==> src/lep_pkg.sv <==
// Shared constants and types of the LED engine ramp and duty-set executor
package lep_pkg;
    // Clock rates and the engine timing derived from them
    localparam int CLK_HZ = 100_000_000;
    localparam int MASTER_HZ = 32_768;
    localparam int MASTER_DIV = CLK_HZ / MASTER_HZ;
    localparam int PRE0_DIV = 16;
    localparam int PRE1_DIV = 512;
    localparam int SETPWM_TICKS = 16;
    localparam int SETPWM_TIME_US = 488;
    localparam int SETPWM_CYCLES = (SETPWM_TIME_US * (CLK_HZ / 1_000_000));

    // Instruction word fields
    localparam logic [3:0] OP_ARITH = 4'h9;
    localparam logic [1:0] AR_LOAD = 2'h0;
    localparam logic [1:0] AR_ADD = 2'h1;
    localparam logic [1:0] AR_SUB = 2'h2;
    localparam logic [1:0] AR_VAR = 2'h3;
    localparam logic [3:0] VAR_ADD = 4'h0;
    localparam logic [3:0] VAR_SUB = 4'h1;
    localparam logic [7:0] OP_SETPWM_NUM = 8'h40;
    localparam logic [13:0] OP_SETPWM_VAR = 14'h2118;
    localparam logic [5:0] OP_RAMP_VAR = 6'h21;
    localparam int RAMP_PRE_BIT = 14;
    localparam int RAMP_SIGN_BIT = 8;
    localparam int RAMPV_PRE_BIT = 5;
    localparam int RAMPV_SIGN_BIT = 4;

    // Register indices; the byte address is four times the index
    localparam logic [9:0] IDX_LED_CTRL0 = 10'h006;
    localparam logic [9:0] IDX_LED_CTRL2 = 10'h008;
    localparam logic [9:0] IDX_VARIABLE = 10'h03C;
    localparam logic [9:0] IDX_TEST_ADC = 10'h042;
    localparam logic [9:0] IDX_VAR_A = 10'h070;
    localparam logic [9:0] IDX_CONFIG = 10'h071;
    localparam logic [9:0] IDX_STATUS = 10'h072;
    localparam int LOG_EN_BIT = 5;
    localparam int DSRC_BIT = 0;
    localparam logic [7:0] VAR_RST = 8'h00;
    localparam logic [7:0] DUTY_RST = 8'h00;
    localparam logic [1:0] RESP_OKAY = 2'h0;
    localparam logic [1:0] RESP_SLVERR = 2'h2;

    // Executor states
    typedef enum logic [1:0] {
        LEP_IDLE = 2'b00,
        LEP_RAMP = 2'b01,
        LEP_SETPWM = 2'b10
    } lep_state_t;

    // Ramp parameters latched at instruction start
    typedef struct packed {
        logic prescale;
        logic sign;
        logic [4:0] step_time;
        logic [7:0] step_total;
    } lep_ramp_t;
endpackage : lep_pkg

==> src/lep_exec.sv <==
// LED engine executor: variable arithmetic, ramp and direct duty set
// How it works
// RQ1 - Immediate load, add, subtract decode
// RQ2 - Variable add and subtract decode
// RQ3 - Ramp starts at effective duty, unit steps
// RQ4 - Step period from prescale and step time
// RQ5 - Prescale picks master divide by 16 or 512
// RQ6 - Step lasts step time times base cycle
// RQ7 - Sign zero raises, one lowers
// RQ8 - Zero count is a one-step wait
// RQ9 - Saturated ramps still run every step
// RQ10 - Variable ramp operands latched at start
// RQ11 - Step time source A, B, C, D
// RQ12 - Only five low bits give step time
// RQ13 - Step count source A, B, C, D
// RQ14 - Load writes variables, software writes D
// RQ15 - Test result can replace variable D
// RQ16 - Variable A and D readable by software
// RQ17 - Control bit selects log or linear curve
// RQ18 - Duty set loads directly, lasts sixteen ticks
// RQ19 - Duty 0 to 255 spans full range
// RQ20 - Variable duty set picks A, B, C, D
// RQ21 - Zero-step wait flags wait, freezes duty
// RQ22 - Arithmetic wraps modulo 256
// RQ23 - Ramp duty clamps, step counter runs on
module lep_exec #(
    parameter int CHANNELS = 9
) (
    input wire logic aclk,
    input wire logic aresetn,
    input wire logic [11:0] s_axil_awaddr,
    input wire logic s_axil_awvalid,
    output logic s_axil_awready,
    input wire logic [31:0] s_axil_wdata,
    input wire logic [3:0] s_axil_wstrb,
    input wire logic s_axil_wvalid,
    output logic s_axil_wready,
    output logic [1:0] s_axil_bresp,
    output logic s_axil_bvalid,
    input wire logic s_axil_bready,
    input wire logic [11:0] s_axil_araddr,
    input wire logic s_axil_arvalid,
    output logic s_axil_arready,
    output logic [31:0] s_axil_rdata,
    output logic [1:0] s_axil_rresp,
    output logic s_axil_rvalid,
    input wire logic s_axil_rready,
    input wire logic [15:0] instr_word,
    input wire logic instr_valid,
    output logic instr_ready,
    output logic instr_done,
    input wire logic [CHANNELS-1:0] led_map,
    input wire logic [7:0] test_adc,
    output logic [CHANNELS-1:0][7:0] led_driver_outputs,
    output logic wait_status,
    output logic busy
);
    lep_pkg::lep_state_t state_reg;
    lep_pkg::lep_ramp_t ramp_reg;
    lep_pkg::lep_ramp_t ramp_next;
    logic [7:0] var_a_reg;
    logic [7:0] var_b_reg;
    logic [7:0] var_c_reg;
    logic [7:0] var_d_reg;
    logic [2:0][7:0] led_ctrl_reg;
    logic dsrc_reg;
    logic [CHANNELS-1:0][7:0] duty_reg;
    logic [7:0] eng_duty_reg;
    logic [7:0] eng_duty_next;
    logic [7:0] start_duty;
    logic [11:0] mdiv_reg;
    logic mtick;
    logic [8:0] base_reg;
    logic btick;
    logic [4:0] step_reg;
    logic step_end;
    logic [7:0] left_reg;
    logic take;
    logic is_arith;
    logic is_setpwm_num;
    logic is_setpwm_var;
    logic is_ramp_num;
    logic is_ramp_var;
    logic var_we;
    logic [1:0] var_tgt;
    logic [7:0] var_val;
    logic duty_we;
    logic [7:0] duty_val;
    logic aw_hold_reg;
    logic w_hold_reg;
    logic [9:0] aw_idx_reg;
    logic [31:0] wdata_reg;
    logic [3:0] wstrb_reg;
    logic wr_fire;
    logic [9:0] ar_idx;

    // Variable source mux; selector 3 is D or the self-test result
    function automatic logic [7:0] pick_var(input logic [1:0] sel, input logic [7:0] a,
                                            input logic [7:0] b, input logic [7:0] c,
                                            input logic [7:0] d);
        logic [7:0] v;
        v = d;
        case (sel)
            2'h0: v = a;
            2'h1: v = b;
            2'h2: v = c;
            default: v = d;
        endcase
        return v;
    endfunction : pick_var

    logic [7:0] d_src;
    logic [7:0] time_var;
    assign d_src = dsrc_reg ? test_adc : var_d_reg; // RQ15
    assign time_var = pick_var(instr_word[3:2], var_a_reg, var_b_reg, var_c_reg, d_src);

    // Instruction class decode; duty set sits in the unused step-time-zero slot
    assign take = instr_valid && instr_ready;
    assign instr_ready = (state_reg == lep_pkg::LEP_IDLE);
    assign is_arith = (instr_word[15:12] == lep_pkg::OP_ARITH); // RQ1 RQ2
    assign is_setpwm_num = (instr_word[15:8] == lep_pkg::OP_SETPWM_NUM);
    assign is_setpwm_var = (instr_word[15:2] == lep_pkg::OP_SETPWM_VAR);
    assign is_ramp_num = !instr_word[15] && !is_setpwm_num;
    assign is_ramp_var = (instr_word[15:10] == lep_pkg::OP_RAMP_VAR) && !is_setpwm_var;

    // Arithmetic result, truncated to eight bits so it wraps
    always_comb begin
        logic [7:0] op1;
        logic [7:0] op2;
        op1 = pick_var(instr_word[3:2], var_a_reg, var_b_reg, var_c_reg, d_src);
        op2 = pick_var(instr_word[1:0], var_a_reg, var_b_reg, var_c_reg, d_src);
        var_tgt = instr_word[11:10];
        var_we = 1'b0;
        var_val = instr_word[7:0];
        if (take && is_arith) begin
            var_we = 1'b1;
            case (instr_word[9:8])
                lep_pkg::AR_LOAD: var_val = instr_word[7:0]; // RQ1 RQ14
                lep_pkg::AR_ADD: var_val = 8'(pick_var(var_tgt, var_a_reg, var_b_reg,
                    var_c_reg, var_d_reg) + instr_word[7:0]); // RQ22
                lep_pkg::AR_SUB: var_val = 8'(pick_var(var_tgt, var_a_reg, var_b_reg,
                    var_c_reg, var_d_reg) - instr_word[7:0]); // RQ22
                default: begin
                    if (instr_word[7:4] == lep_pkg::VAR_ADD) begin
                        var_val = 8'(op1 + op2); // RQ2 RQ22
                    end else if (instr_word[7:4] == lep_pkg::VAR_SUB) begin
                        var_val = 8'(op1 - op2); // RQ2 RQ22
                    end else begin
                        var_we = 1'b0;
                    end
                end
            endcase
        end
    end

    // Local and global variables; only the arithmetic group writes A to C
    always_ff @(posedge aclk) begin
        if (!aresetn) begin
            var_a_reg <= lep_pkg::VAR_RST;
            var_b_reg <= lep_pkg::VAR_RST;
            var_c_reg <= lep_pkg::VAR_RST;
        end else if (var_we) begin
            if (var_tgt == 2'h0) var_a_reg <= var_val; // RQ14
            if (var_tgt == 2'h1) var_b_reg <= var_val;
            if (var_tgt == 2'h2) var_c_reg <= var_val;
        end
    end

    // Variable D: software write wins over an engine write in the same cycle
    always_ff @(posedge aclk) begin
        if (!aresetn) begin
            var_d_reg <= lep_pkg::VAR_RST;
        end else if (wr_fire && aw_idx_reg == lep_pkg::IDX_VARIABLE && wstrb_reg[0]) begin
            var_d_reg <= wdata_reg[7:0]; // RQ14
        end else if (var_we && var_tgt == 2'h3) begin
            var_d_reg <= var_val;
        end
    end

    // Ramp operands from the word or, latched once, from variables
    always_comb begin
        ramp_next.prescale = instr_word[lep_pkg::RAMP_PRE_BIT]; // RQ4
        ramp_next.sign = instr_word[lep_pkg::RAMP_SIGN_BIT]; // RQ7
        ramp_next.step_time = instr_word[13:9]; // RQ4
        ramp_next.step_total = instr_word[7:0]; // RQ8
        if (is_setpwm_num || is_setpwm_var) begin
            ramp_next.prescale = 1'b0; // RQ18
            ramp_next.sign = 1'b0;
            ramp_next.step_time = 5'h01;
            ramp_next.step_total = 8'h00;
        end else if (is_ramp_var) begin
            ramp_next.prescale = instr_word[lep_pkg::RAMPV_PRE_BIT];
            ramp_next.sign = instr_word[lep_pkg::RAMPV_SIGN_BIT];
            ramp_next.step_time = time_var[4:0]; // RQ11 RQ12
            ramp_next.step_total = pick_var(instr_word[1:0], var_a_reg, var_b_reg,
                var_c_reg, d_src); // RQ13
        end
    end

    // Effective duty of the lowest mapped output seeds the ramp
    always_comb begin
        start_duty = eng_duty_reg;
        for (int i = CHANNELS - 1; i >= 0; i--) begin
            if (led_map[i]) start_duty = duty_reg[i]; // RQ3
        end
    end

    // Executor state, latched parameters and remaining steps
    always_ff @(posedge aclk) begin
        if (!aresetn) begin
            state_reg <= lep_pkg::LEP_IDLE;
            ramp_reg <= '0;
            left_reg <= 8'h00;
            instr_done <= 1'b0;
            wait_status <= 1'b0;
        end else begin
            instr_done <= 1'b0;
            case (state_reg)
                lep_pkg::LEP_IDLE: begin
                    if (take) begin
                        ramp_reg <= ramp_next; // RQ10
                        left_reg <= ramp_next.step_total;
                        if (is_ramp_num || is_ramp_var) begin
                            state_reg <= lep_pkg::LEP_RAMP;
                            wait_status <= (ramp_next.step_total == 8'h00); // RQ21
                        end else if (is_setpwm_num || is_setpwm_var) begin
                            state_reg <= lep_pkg::LEP_SETPWM;
                        end else begin
                            instr_done <= 1'b1;
                        end
                    end
                end
                lep_pkg::LEP_RAMP: begin
                    if (step_end) begin
                        left_reg <= 8'(left_reg - 8'h01); // RQ9
                        if (left_reg <= 8'h01) begin
                            state_reg <= lep_pkg::LEP_IDLE; // RQ8 RQ9
                            instr_done <= 1'b1;
                            wait_status <= 1'b0;
                        end
                    end
                end
                default: begin
                    if (step_end) begin
                        state_reg <= lep_pkg::LEP_IDLE; // RQ18
                        instr_done <= 1'b1;
                    end
                end
            endcase
        end
    end
    assign busy = (state_reg != lep_pkg::LEP_IDLE);

    // Master tick from the fast clock; free-running like the real master clock
    always_ff @(posedge aclk) begin
        if (!aresetn || mtick) begin
            mdiv_reg <= 12'h000;
        end else begin
            mdiv_reg <= 12'(mdiv_reg + 12'h001);
        end
    end
    assign mtick = (mdiv_reg == 12'(lep_pkg::MASTER_DIV - 1));

    // Base cycle, restarted per instruction so the first step is short by at most one master tick
    always_ff @(posedge aclk) begin
        if (!aresetn || take || btick) begin
            base_reg <= 9'h000;
        end else if (mtick) begin
            base_reg <= 9'(base_reg + 9'h001);
        end
    end
    assign btick = mtick && (base_reg == (ramp_reg.prescale ? 9'(lep_pkg::PRE1_DIV - 1)
        : 9'(lep_pkg::PRE0_DIV - 1))); // RQ5

    // Step timer: step time base cycles; zero behaves as one
    always_ff @(posedge aclk) begin
        if (!aresetn || take || step_end) begin
            step_reg <= 5'h00;
        end else if (btick) begin
            step_reg <= 5'(step_reg + 5'h01);
        end
    end
    assign step_end = busy && btick && (step_reg + 5'h01 >= ramp_reg.step_time); // RQ6

    // Next engine duty with clamping instead of wrap
    always_comb begin
        eng_duty_next = eng_duty_reg;
        if (ramp_reg.step_total != 8'h00) begin
            if (!ramp_reg.sign && eng_duty_reg != 8'hFF) begin
                eng_duty_next = 8'(eng_duty_reg + 8'h01); // RQ3 RQ7 RQ23
            end else if (ramp_reg.sign && eng_duty_reg != 8'h00) begin
                eng_duty_next = 8'(eng_duty_reg - 8'h01); // RQ3 RQ7 RQ23
            end
        end
    end

    // Duty pushed to mapped outputs at start of a duty set or at each step of a ramp with nonzero count
    always_comb begin
        duty_we = 1'b0;
        duty_val = eng_duty_next;
        if (take && is_setpwm_num) begin
            duty_we = 1'b1;
            duty_val = instr_word[7:0]; // RQ18
        end else if (take && is_setpwm_var) begin
            duty_we = 1'b1;
            duty_val = pick_var(instr_word[1:0], var_a_reg, var_b_reg, var_c_reg,
                d_src); // RQ20
        end else if (state_reg == lep_pkg::LEP_RAMP && step_end
                     && ramp_reg.step_total != 8'h00) begin
            duty_we = 1'b1; // RQ21
        end
    end

    // Engine duty follows the ramp start and every pushed value
    always_ff @(posedge aclk) begin
        if (!aresetn) begin
            eng_duty_reg <= lep_pkg::DUTY_RST;
        end else if (take && (is_ramp_num || is_ramp_var)) begin
            eng_duty_reg <= start_duty; // RQ3
        end else if (duty_we) begin
            eng_duty_reg <= duty_val;
        end
    end

    // Per output: duty store and curve shaping toward the driver
    genvar ch;
    generate
        for (ch = 0; ch < CHANNELS; ch++) begin : g_ch
            logic [15:0] sq;
            logic log_en;
            assign log_en = led_ctrl_reg[ch % 3][lep_pkg::LOG_EN_BIT];
            assign sq = duty_reg[ch] * duty_reg[ch] + 16'h00FF;
            always_ff @(posedge aclk) begin
                if (!aresetn) begin
                    duty_reg[ch] <= lep_pkg::DUTY_RST;
                end else if (duty_we && led_map[ch]) begin
                    duty_reg[ch] <= duty_val;
                end
            end
            // Squared curve stands in for the log table, cheap and monotonic
            always_ff @(posedge aclk) begin
                if (!aresetn) begin
                    led_driver_outputs[ch] <= 8'h00;
                end else begin
                    led_driver_outputs[ch] <= log_en ? sq[15:8] : duty_reg[ch]; // RQ17 RQ19
                end
            end
        end
    endgenerate

    // Write channel: address and data taken in either order
    assign s_axil_awready = !aw_hold_reg && !s_axil_bvalid;
    assign s_axil_wready = !w_hold_reg && !s_axil_bvalid;
    assign wr_fire = aw_hold_reg && w_hold_reg && !s_axil_bvalid;
    always_ff @(posedge aclk) begin
        if (!aresetn) begin
            aw_hold_reg <= 1'b0;
            w_hold_reg <= 1'b0;
            aw_idx_reg <= 10'h000;
            wdata_reg <= 32'h0000_0000;
            wstrb_reg <= 4'h0;
            s_axil_bvalid <= 1'b0;
            s_axil_bresp <= lep_pkg::RESP_OKAY;
        end else begin
            if (s_axil_awvalid && s_axil_awready) begin
                aw_hold_reg <= 1'b1;
                aw_idx_reg <= s_axil_awaddr[11:2];
            end
            if (s_axil_wvalid && s_axil_wready) begin
                w_hold_reg <= 1'b1;
                wdata_reg <= s_axil_wdata;
                wstrb_reg <= s_axil_wstrb;
            end
            if (wr_fire) begin
                aw_hold_reg <= 1'b0;
                w_hold_reg <= 1'b0;
                s_axil_bvalid <= 1'b1;
                if ((aw_idx_reg >= lep_pkg::IDX_LED_CTRL0 && aw_idx_reg <= lep_pkg::IDX_LED_CTRL2)
                    || aw_idx_reg == lep_pkg::IDX_VARIABLE
                    || aw_idx_reg == lep_pkg::IDX_CONFIG) begin
                    s_axil_bresp <= lep_pkg::RESP_OKAY;
                end else begin
                    s_axil_bresp <= lep_pkg::RESP_SLVERR;
                end
            end else if (s_axil_bready) begin
                s_axil_bvalid <= 1'b0;
            end
        end
    end

    // Writable control bits
    always_ff @(posedge aclk) begin
        if (!aresetn) begin
            led_ctrl_reg <= '0;
            dsrc_reg <= 1'b0;
        end else if (wr_fire && wstrb_reg[0]) begin
            if (aw_idx_reg >= lep_pkg::IDX_LED_CTRL0 && aw_idx_reg <= lep_pkg::IDX_LED_CTRL2) begin
                led_ctrl_reg[2'(aw_idx_reg - lep_pkg::IDX_LED_CTRL0)] <= wdata_reg[7:0]; // RQ17
            end else if (aw_idx_reg == lep_pkg::IDX_CONFIG) begin
                dsrc_reg <= wdata_reg[lep_pkg::DSRC_BIT]; // RQ15
            end
        end
    end

    // Read channel: one cycle to data, unmapped reads zero with error
    assign s_axil_arready = !s_axil_rvalid;
    assign ar_idx = s_axil_araddr[11:2];
    always_ff @(posedge aclk) begin
        if (!aresetn) begin
            s_axil_rvalid <= 1'b0;
            s_axil_rdata <= 32'h0000_0000;
            s_axil_rresp <= lep_pkg::RESP_OKAY;
        end else if (s_axil_arvalid && s_axil_arready) begin
            s_axil_rvalid <= 1'b1;
            s_axil_rresp <= lep_pkg::RESP_OKAY;
            s_axil_rdata <= 32'h0000_0000;
            if (ar_idx >= lep_pkg::IDX_LED_CTRL0 && ar_idx <= lep_pkg::IDX_LED_CTRL2) begin
                s_axil_rdata[7:0] <= led_ctrl_reg[2'(ar_idx - lep_pkg::IDX_LED_CTRL0)];
            end else if (ar_idx == lep_pkg::IDX_VARIABLE) begin
                s_axil_rdata[7:0] <= var_d_reg; // RQ16
            end else if (ar_idx == lep_pkg::IDX_TEST_ADC) begin
                s_axil_rdata[7:0] <= test_adc;
            end else if (ar_idx == lep_pkg::IDX_VAR_A) begin
                s_axil_rdata[7:0] <= var_a_reg; // RQ16
            end else if (ar_idx == lep_pkg::IDX_CONFIG) begin
                s_axil_rdata[lep_pkg::DSRC_BIT] <= dsrc_reg;
            end else if (ar_idx == lep_pkg::IDX_STATUS) begin
                s_axil_rdata[15:0] <= {eng_duty_reg, 5'h00, wait_status, state_reg};
            end else begin
                s_axil_rresp <= lep_pkg::RESP_SLVERR;
            end
        end else if (s_axil_rready) begin
            s_axil_rvalid <= 1'b0;
        end
    end

    // Helper: master ticks seen since the current instruction started
    logic [9:0] mcount_reg;
    always_ff @(posedge aclk) begin
        if (!aresetn || take) begin
            mcount_reg <= 10'h000;
        end else if (mtick) begin
            mcount_reg <= 10'(mcount_reg + 10'h001);
        end
    end

    load_value_a: assert property (@(posedge aclk) disable iff (!aresetn) // RQ1
        take && instr_word[15:8] == 8'h90 |=> var_a_reg == $past(instr_word[7:0]))
        else $error("load did not store the constant");
    add_wrap_a: assert property (@(posedge aclk) disable iff (!aresetn) // RQ22
        take && instr_word[15:8] == 8'h91 |=> var_a_reg == 8'($past(var_a_reg)
        + $past(instr_word[7:0])))
        else $error("add result not modulo 256");
    ramp_step_a: assert property (@(posedge aclk) disable iff (!aresetn) // RQ3
        state_reg == lep_pkg::LEP_RAMP && step_end && ramp_reg.step_total != 8'h00
        && !ramp_reg.sign && eng_duty_reg != 8'hFF
        |=> eng_duty_reg == 8'($past(eng_duty_reg) + 8'h01))
        else $error("ramp step not plus one");
    clamp_top_a: assert property (@(posedge aclk) disable iff (!aresetn) // RQ23
        state_reg == lep_pkg::LEP_RAMP && !ramp_reg.sign && eng_duty_reg == 8'hFF
        |=> eng_duty_reg == 8'hFF)
        else $error("ramp duty wrapped at top");
    wait_freeze_a: assert property (@(posedge aclk) disable iff (!aresetn) // RQ21
        state_reg == lep_pkg::LEP_RAMP && ramp_reg.step_total == 8'h00
        |-> wait_status ##1 (!busy || $stable(duty_reg)))
        else $error("zero-step wait changed duty");
    setpwm_len_a: assert property (@(posedge aclk) disable iff (!aresetn) // RQ18
        state_reg == lep_pkg::LEP_SETPWM && step_end |-> mcount_reg >= 10'd15
        && mcount_reg <= 10'd16)
        else $error("duty set not sixteen ticks");
    latch_hold_a: assert property (@(posedge aclk) disable iff (!aresetn) // RQ10
        busy && $past(busy) |-> $stable(ramp_reg))
        else $error("ramp operands changed mid-ramp");
    base_div_a: assert property (@(posedge aclk) disable iff (!aresetn) // RQ5
        btick |-> base_reg == (ramp_reg.prescale ? 9'd511 : 9'd15))
        else $error("base cycle divide wrong");
    vard_write_a: assert property (@(posedge aclk) disable iff (!aresetn) // RQ14
        wr_fire && aw_idx_reg == lep_pkg::IDX_VARIABLE && wstrb_reg[0]
        |=> var_d_reg == $past(wdata_reg[7:0]))
        else $error("software write to D lost");
endmodule : lep_exec

==> config.mk <==
export PLATFORM = sky130hd
export DESIGN_NAME = lep_exec
export DESIGN_NICKNAME = d
export VERILOG_FILES = /design/src/lep_pkg.sv /design/src/lep_exec.sv
export SDC_FILE = /design/constraint.sdc
export NUM_CORES = 2
export LEC_CHECK = 0
export BUFFER_PORTS_ARGS = -buffer_cell sky130_fd_sc_hd__buf_4
export CAP_MARGIN = 20
export CORE_MARGIN = 2
export CORE_UTILIZATION = 55
export CTS_CLUSTER_DIAMETER = 60
export DETAILED_ROUTE_END_ITERATION = 7
export GPL_ROUTABILITY_DRIVEN = 0
export PLACE_DENSITY = 0.82
export SYNTH_ARGS = -nofsm -noshare
export SYNTH_HDL_FRONTEND = slang
export SYNTH_SLANG_ARGS = --single-unit
==> constraint.sdc <==
create_clock -name aclk -period 10.3 [get_ports aclk]
set_clock_uncertainty 0.2 [all_clocks]
set_input_delay 2.06 -clock aclk [delete_from_list [all_inputs] [get_ports aclk]]
set_output_delay 2.06 -clock aclk [all_outputs]
set_load 0.03 [all_outputs]
== Word level (Yosys, flattened, before mapping) ==
Cells that the tools add are included.

* Register bits after elaboration: 305
* Bits of input ports: 101
* Output and inout bits: 117

* Add/subtract/negate cells: 21
* Multiply operators: 9
* $lt $le $gt $ge: 9
* Equal/unequal tests: 31
* Muxes and demuxes: 98
* Bitwise gates (word level): 2
* Reductions and logical operators: 82

{| class="wikitable"
|+ Operators with widths
! operator !! count
|-
| $mux W8 || 47
|-
| $add A16 B8 Y16 const B || 9
|-
| $mul A8 B8 Y16 || 9
|-
| $pmux W8 S3 || 4
|-
| $eq A10 B7 Y1 const B || 5
|-
| $mux W15 || 3
|-
| $logic_and A1 B1 Y1 || 37
|-
| $mux W2 || 13
|-
| $bwmux W24 || 1
|-
| $mux W1 || 22
|-
| $eq A10 B6 Y1 const B || 2
|-
| $ge A10 B3 Y1 const B || 2
|-
| $le A10 B4 Y1 const B || 2
|-
| $add A8 B8 Y8 || 2
|-
| $bmux W8 S2 || 1
|-
| $demux W8 S2 || 1
|-
| $mux W16 || 1
|-
| $pmux W8 S2 || 1
|-
| $reduce_bool A8 Y1 || 2
|-
| $sub A8 B1 Y8 const B || 2
|-
| $sub A8 B8 Y8 || 2
|-
| $eq A14 B14 Y1 const B || 1
|-
| $reduce_bool A2 Y1 || 7
|-
| $add A12 B1 Y12 const B || 1
|-
| 35 further kinds || 75
|}

== Longest topological paths before layout ==
* Word-level depth: 12
* Gate-level depth with buffers: 19
* Depth with buffers taken out: 19

== Worst setup path after synthesis ==
No wires, ideal clock.

* Kind: input to register
* Start: input instr_word[1]
* End: register var_d_reg[6]
* Arrival: 5.193 ns
* Setup slack: 4.769 ns
* Cell stages on the path: 17
* Path through: clkbuf_1 inv_1 ha_1 clkbuf_1 a222oi_1 mux2i_1 ha_1 inv_1 fa_1 nor2b_1 o21a_1 o21a_1 o21a_1 or4b_2 nand3_1 a211o_1 o32ai_1

* Longest elaborated chain between the ends: 9
* Elaborated cells on any way between the ends: 14
* Classes of those cells: add/sub (4); eq/ne (2); mux (7); reduce/logical (1)

{| class="wikitable"
|+ RTL lines
! item !! line !! source
|-
| from (decl) || lep_exec.sv:48 || <nowiki>input wire logic [15:0] instr_word,</nowiki>
|-
| $eq A2 B2 Y1, or another cell as far along || lep_exec.sv:103 || <nowiki>case (sel)</nowiki>
|-
| $pmux W8 S3 || lep_exec.sv:103 ||
|-
| $sub A8 B8 Y8 || lep_exec.sv:147 || <nowiki>var_val = 8'(op1 - op2);</nowiki>
|-
| $mux W8 || lep_exec.sv:146 || <nowiki>end else if (instr_word[7:4] == lep_pkg::VAR_SUB) begin</nowiki>
|-
| $mux W8 || lep_exec.sv:144 || <nowiki>if (instr_word[7:4] == lep_pkg::VAR_ADD) begin</nowiki>
|-
| $pmux W8 S3 (*) || lep_exec.sv:137 || <nowiki>case (instr_word[9:8])</nowiki>
|-
| $mux W8 (*) || lep_exec.sv:135 || <nowiki>if (take && is_arith) begin</nowiki>
|-
| $mux W8 (*) || lep_exec.sv:175 || <nowiki>end else if (var_we && var_tgt == 2'h3) begin</nowiki>
|-
| $mux W8 (*) || lep_exec.sv:173 || <nowiki>end else if (wr_fire && aw_idx_reg == lep_pkg::IDX_VARIABLE && wstrb_reg[0]) begin</nowiki>
|-
| to (signal assigned) || lep_exec.sv:172 || <nowiki>var_d_reg <= lep_pkg::VAR_RST;</nowiki>
|-
| to (signal assigned) || lep_exec.sv:174 || <nowiki>var_d_reg <= wdata_reg[7:0];</nowiki>
|-
| to (signal assigned) || lep_exec.sv:176 || <nowiki>var_d_reg <= var_val;</nowiki>
|-
| to (decl) || lep_exec.sv:64 || <nowiki>logic [7:0] var_d_reg;</nowiki>
|}

Every way passes the cells marked *; elsewhere a longest branch is shown, timed or not. The select of a mux whose other input is x is not followed.
A chain may end at the register's enable or synchronous reset.

== Final worst setup path ==
* Start: input instr_word[1]
* End: register var_d_reg[5]

Same word-level chain as after synthesis.

==> results.md <==
* Result of the run: completed
* Cts repair resizes at 0
* Setup_tns at 0 ns
* Starting utilization of the core area at 55.5%
* Total power at 2.99 mW
* Synthesis-to-layout area growth at 8.99%
* Number of optimization iterations in the first detailed-route pass at 5
* Post-CTS Setup Inserts at 0
* Number of instances in the synthesized netlist at 3521
* Multi-input combinational cell area at 0.0209 mm^2
* Crit path capture type: register
* Die span in y at ~240 um
* Largest net degree at the start of global routing at between 90 and 100
* Hpwl dp at 54.6 mm
* DR iter-0 viols at roughly 1900
* Post-route worst hold slack at 0.262 ns
* Critical path startpoint: instr_word[1]
* Standard-cell rows at 85
* Count of endpoints failing hold in the final timing report at 0
* Count of max-cap constraint violations at 0
* Gr usage total at 26.3%
* Synth Area in Compound Gates at 13.6%
* Fraction of layout cells with a size suffix above 1 at 9.12%
* Total of buffers placed on input and output ports at 168
* Most used DFF post-synth: sky130_fd_sc_hd__dfxtp_1
* Worst Path Required at 10.52 ns
* Vias in the first global route at 24400
* Actual transition at the worst max-transition pin at 1.08 ns
* RSZ-0062 raised after global routing: no
* Buffer type at the clock tree root: sky130_fd_sc_hd__clkbuf_16
* Layout net count at ~4200
* Ports placed on the boundary at 218
* Final Critical Period at 5.60 ns
* Reg2reg end: led_driver_outputs[62]
* Kind of launch point of the worst setup path: input pin
* Largest cells by area after synthesis: sky130_fd_sc_hd__dfxtp_1 20%, sky130_fd_sc_hd__fa_1 17%, sky130_fd_sc_hd__ha_1 12%
* Reg2reg setup slack at 4.86 ns
* Maximum clock path buffer count at 3
* Leak Pwr at 15.5 nW
* Area share of and/or/nand/nor cells after synthesis at 15.6%
* TritonCTS clock tree: done
* Area fraction of the dominant cell type after synthesis at 20.3%
* Number of antenna violations at the first check in global routing at 7
* CP max FO at 11
* Post-Synth Adder-Cell Area at 29.2%
* H-tree depth at 2
* Flip-flop and latch count after synthesis at just over 300
* Ratio of routed vias to standard cells at roughly 5.7
* Worst min-delay path category: register to register
* Avg Synthesized Cell Area at 8.47 um^2
* Ratio of total power to cell area at around 92 mW/mm^2
* Largest family of logic cells by synthesized area: adder cells
* Number of pins exceeding their max-slew limit in the final report at 0
* Routed wire length at 72.7 mm
* Xor and xnor fraction of the mapped netlist area at 4.20%
* Library cell occupying the most area in the post-synthesis netlist: sky130_fd_sc_hd__dfxtp_1
* Final cycle utilization of the critical path at 54.4%
* Routed Antenna Nets at 0
* Placed insts at ~4200
* Number of synthesized flops with an enable pin at 0
* Drt wl/cell at 17.0 um
* Cts bufs inserted at 42
* Multiplexer fraction of the synthesized cell area at 7.09%
* Final Instance Count excl. Fillers at 4266
* Number of sinks driven by the clock tree at 303
* Achievable clock frequency at 179 MHz
* Overflow left after global routing at 0
* Insertion delay of the later-clocked pin in the worst-skew pair at around 0.58 ns
* Most frequent cells after synthesis: 509 x sky130_fd_sc_hd__inv_1, 342 x sky130_fd_sc_hd__nor2_1, 304 x sky130_fd_sc_hd__nand2_1, 303 x sky130_fd_sc_hd__dfxtp_1, 289 x sky130_fd_sc_hd__ha_1
* Netlist Area Pre-Place at 0.0298 mm^2
* CTS Hold Buffers Added at 0
* Worst Path Class, Setup: input pin to register
* Core region area at 0.0537 mm^2
* Startpoint of the lowest-slack register-to-register path: duty_reg[58]
* Depth of the worst register-to-register path at 16
* Reg area at 0.00607 mm^2
* Worst setup path endpoint: var_d_reg[5]
* Overall die area at 0.0561 mm^2
* Headroom to the max-slew limit at ~28%
* Total number of yosys warnings at 0
* Arr. time, crit path at about 5.8 ns
* Sequential cell area fraction in the yosys report at 20.3%
* Die Width at 237 um
* Proportion of register bits with asynchronous set or reset after synthesis at 0%
* Count of filler cells inserted in the layout at 4574
* Setup-failing EPs final at 0
* Vias post-DR at 24300
* Clk slew on worst S/H paths at 0.06 ns
* Remaining DRCs at 0
* Most frequently used cell type in the post-synthesis netlist: sky130_fd_sc_hd__inv_1
* Max rail drop VDD at 0.106 mV
* First-pass GRT wire length at around 120 mm
* Library cells used by synthesis at 88
-- where the power goes --
group	internal (mW)	switching, mW
clock network	0.889	0.595
logic	0.0969	0.189
registers	1.19	0.0240
-- kinds of logic after synthesis --
| family | count (synthesis) |
|---|---|
| adders and majority gates | 544 |
| buffers and inverters | 738 |
| xor gates and xnor gates | 143 |
| DFF | 303 |
| other | 1 |
| muxes | 187 |
| AOI/OAI and AO/OA | 603 |
| and+or+nand+nor | 1002 |
-- metal layers --
metal	global-route usage, %	up-vias	share of wire, %
li1	-	11600	-
met1	34.1	11600	42
met2	42.8	818	46
met3	3.43	220	6.3
met4	14.0	0	5.1
met5	0	-	0
-- worst min-delay path by stage --
stage / endpoint / start / slack (ns) / cells after the start
after global routing: ramp_reg[0] / ramp_reg[0] / 0.28 / 2
after global placement: ramp_reg[10] / ramp_reg[10] / 0.24 / 2
after detailed placement: ramp_reg[12] / ramp_reg[12] / 0.25 / 2
final: wstrb_reg[0] / wstrb_reg[0] / 0.26 / 2
after floorplan: ramp_reg[10] / ramp_reg[10] / 0.23 / 2
after CTS: ramp_reg[12] / ramp_reg[12] / 0.26 / 2
-- stage by stage --
stage               setup WS (ns)  utilization (%)  area (um^2)
floorplan                    4.77                -        29900
global placement             4.34             57.8        31100
detailed placement           4.25             57.8        31100
CTS                          4.83             60.5        32500
global route                 4.48             60.5        32500
finish                       4.70             60.5        32500
-- area by class of cell --
type | instances | area share [%]
Multi-Input combinational cell | 2497 | 64.2
Sequential cell | 303 | 18.7
Inverter | 511 | 5.92
Timing Repair Buffer | 177 | 4.09
Clock buffer | 50 | 3.42
Tap cell | 696 | 2.68
Clock inverter | 26 | 0.947
Antenna cell | 6 | 0.0462
-- worst max-delay path: stages --
cell	delay [ns]
sky130_fd_sc_hd__buf_4	0.17
sky130_fd_sc_hd__inv_1	0.15
sky130_fd_sc_hd__ha_1	0.52
sky130_fd_sc_hd__a222oi_1	0.21
sky130_fd_sc_hd__mux2i_1	0.43
sky130_fd_sc_hd__inv_1	0.22
sky130_fd_sc_hd__ha_1	0.25
sky130_fd_sc_hd__o21bai_1	0.20
sky130_fd_sc_hd__a2111oi_0	0.51
sky130_fd_sc_hd__mux2i_1	0.24
sky130_fd_sc_hd__o311ai_0	0.16
sky130_fd_sc_hd__a21oi_1	0.19
sky130_fd_sc_hd__o2bb2ai_1	0.19
sky130_fd_sc_hd__o211ai_1	0.21
sky130_fd_sc_hd__a21oi_1	0.09
-- placed cells by master, fill, tap and decap left out, types with 18 or more instances in the layout --
cell type                   instances
sky130_fd_sc_hd__inv_1            509
sky130_fd_sc_hd__nor2_1           342
sky130_fd_sc_hd__nand2_1          304
sky130_fd_sc_hd__dfxtp_1          300
sky130_fd_sc_hd__ha_1             289
sky130_fd_sc_hd__fa_1             255
sky130_fd_sc_hd__buf_4            177
sky130_fd_sc_hd__a21oi_1          170
sky130_fd_sc_hd__mux2i_1          164
sky130_fd_sc_hd__and2_1           116
sky130_fd_sc_hd__o21ai_0           95
sky130_fd_sc_hd__xnor2_1           92
sky130_fd_sc_hd__a211oi_1          79
sky130_fd_sc_hd__xor2_1            51
sky130_fd_sc_hd__nor3_1            47
sky130_fd_sc_hd__clkbuf_16         42
sky130_fd_sc_hd__nand3_1           36
sky130_fd_sc_hd__nor2b_1           34
sky130_fd_sc_hd__a21o_1            32
sky130_fd_sc_hd__o211ai_1          29
sky130_fd_sc_hd__nand2b_1          27
sky130_fd_sc_hd__a31o_2            24
sky130_fd_sc_hd__nand4_1           20
sky130_fd_sc_hd__a221oi_1          18
sky130_fd_sc_hd__conb_1            18
No activity file was read; power rests on OpenSTA's default activity.
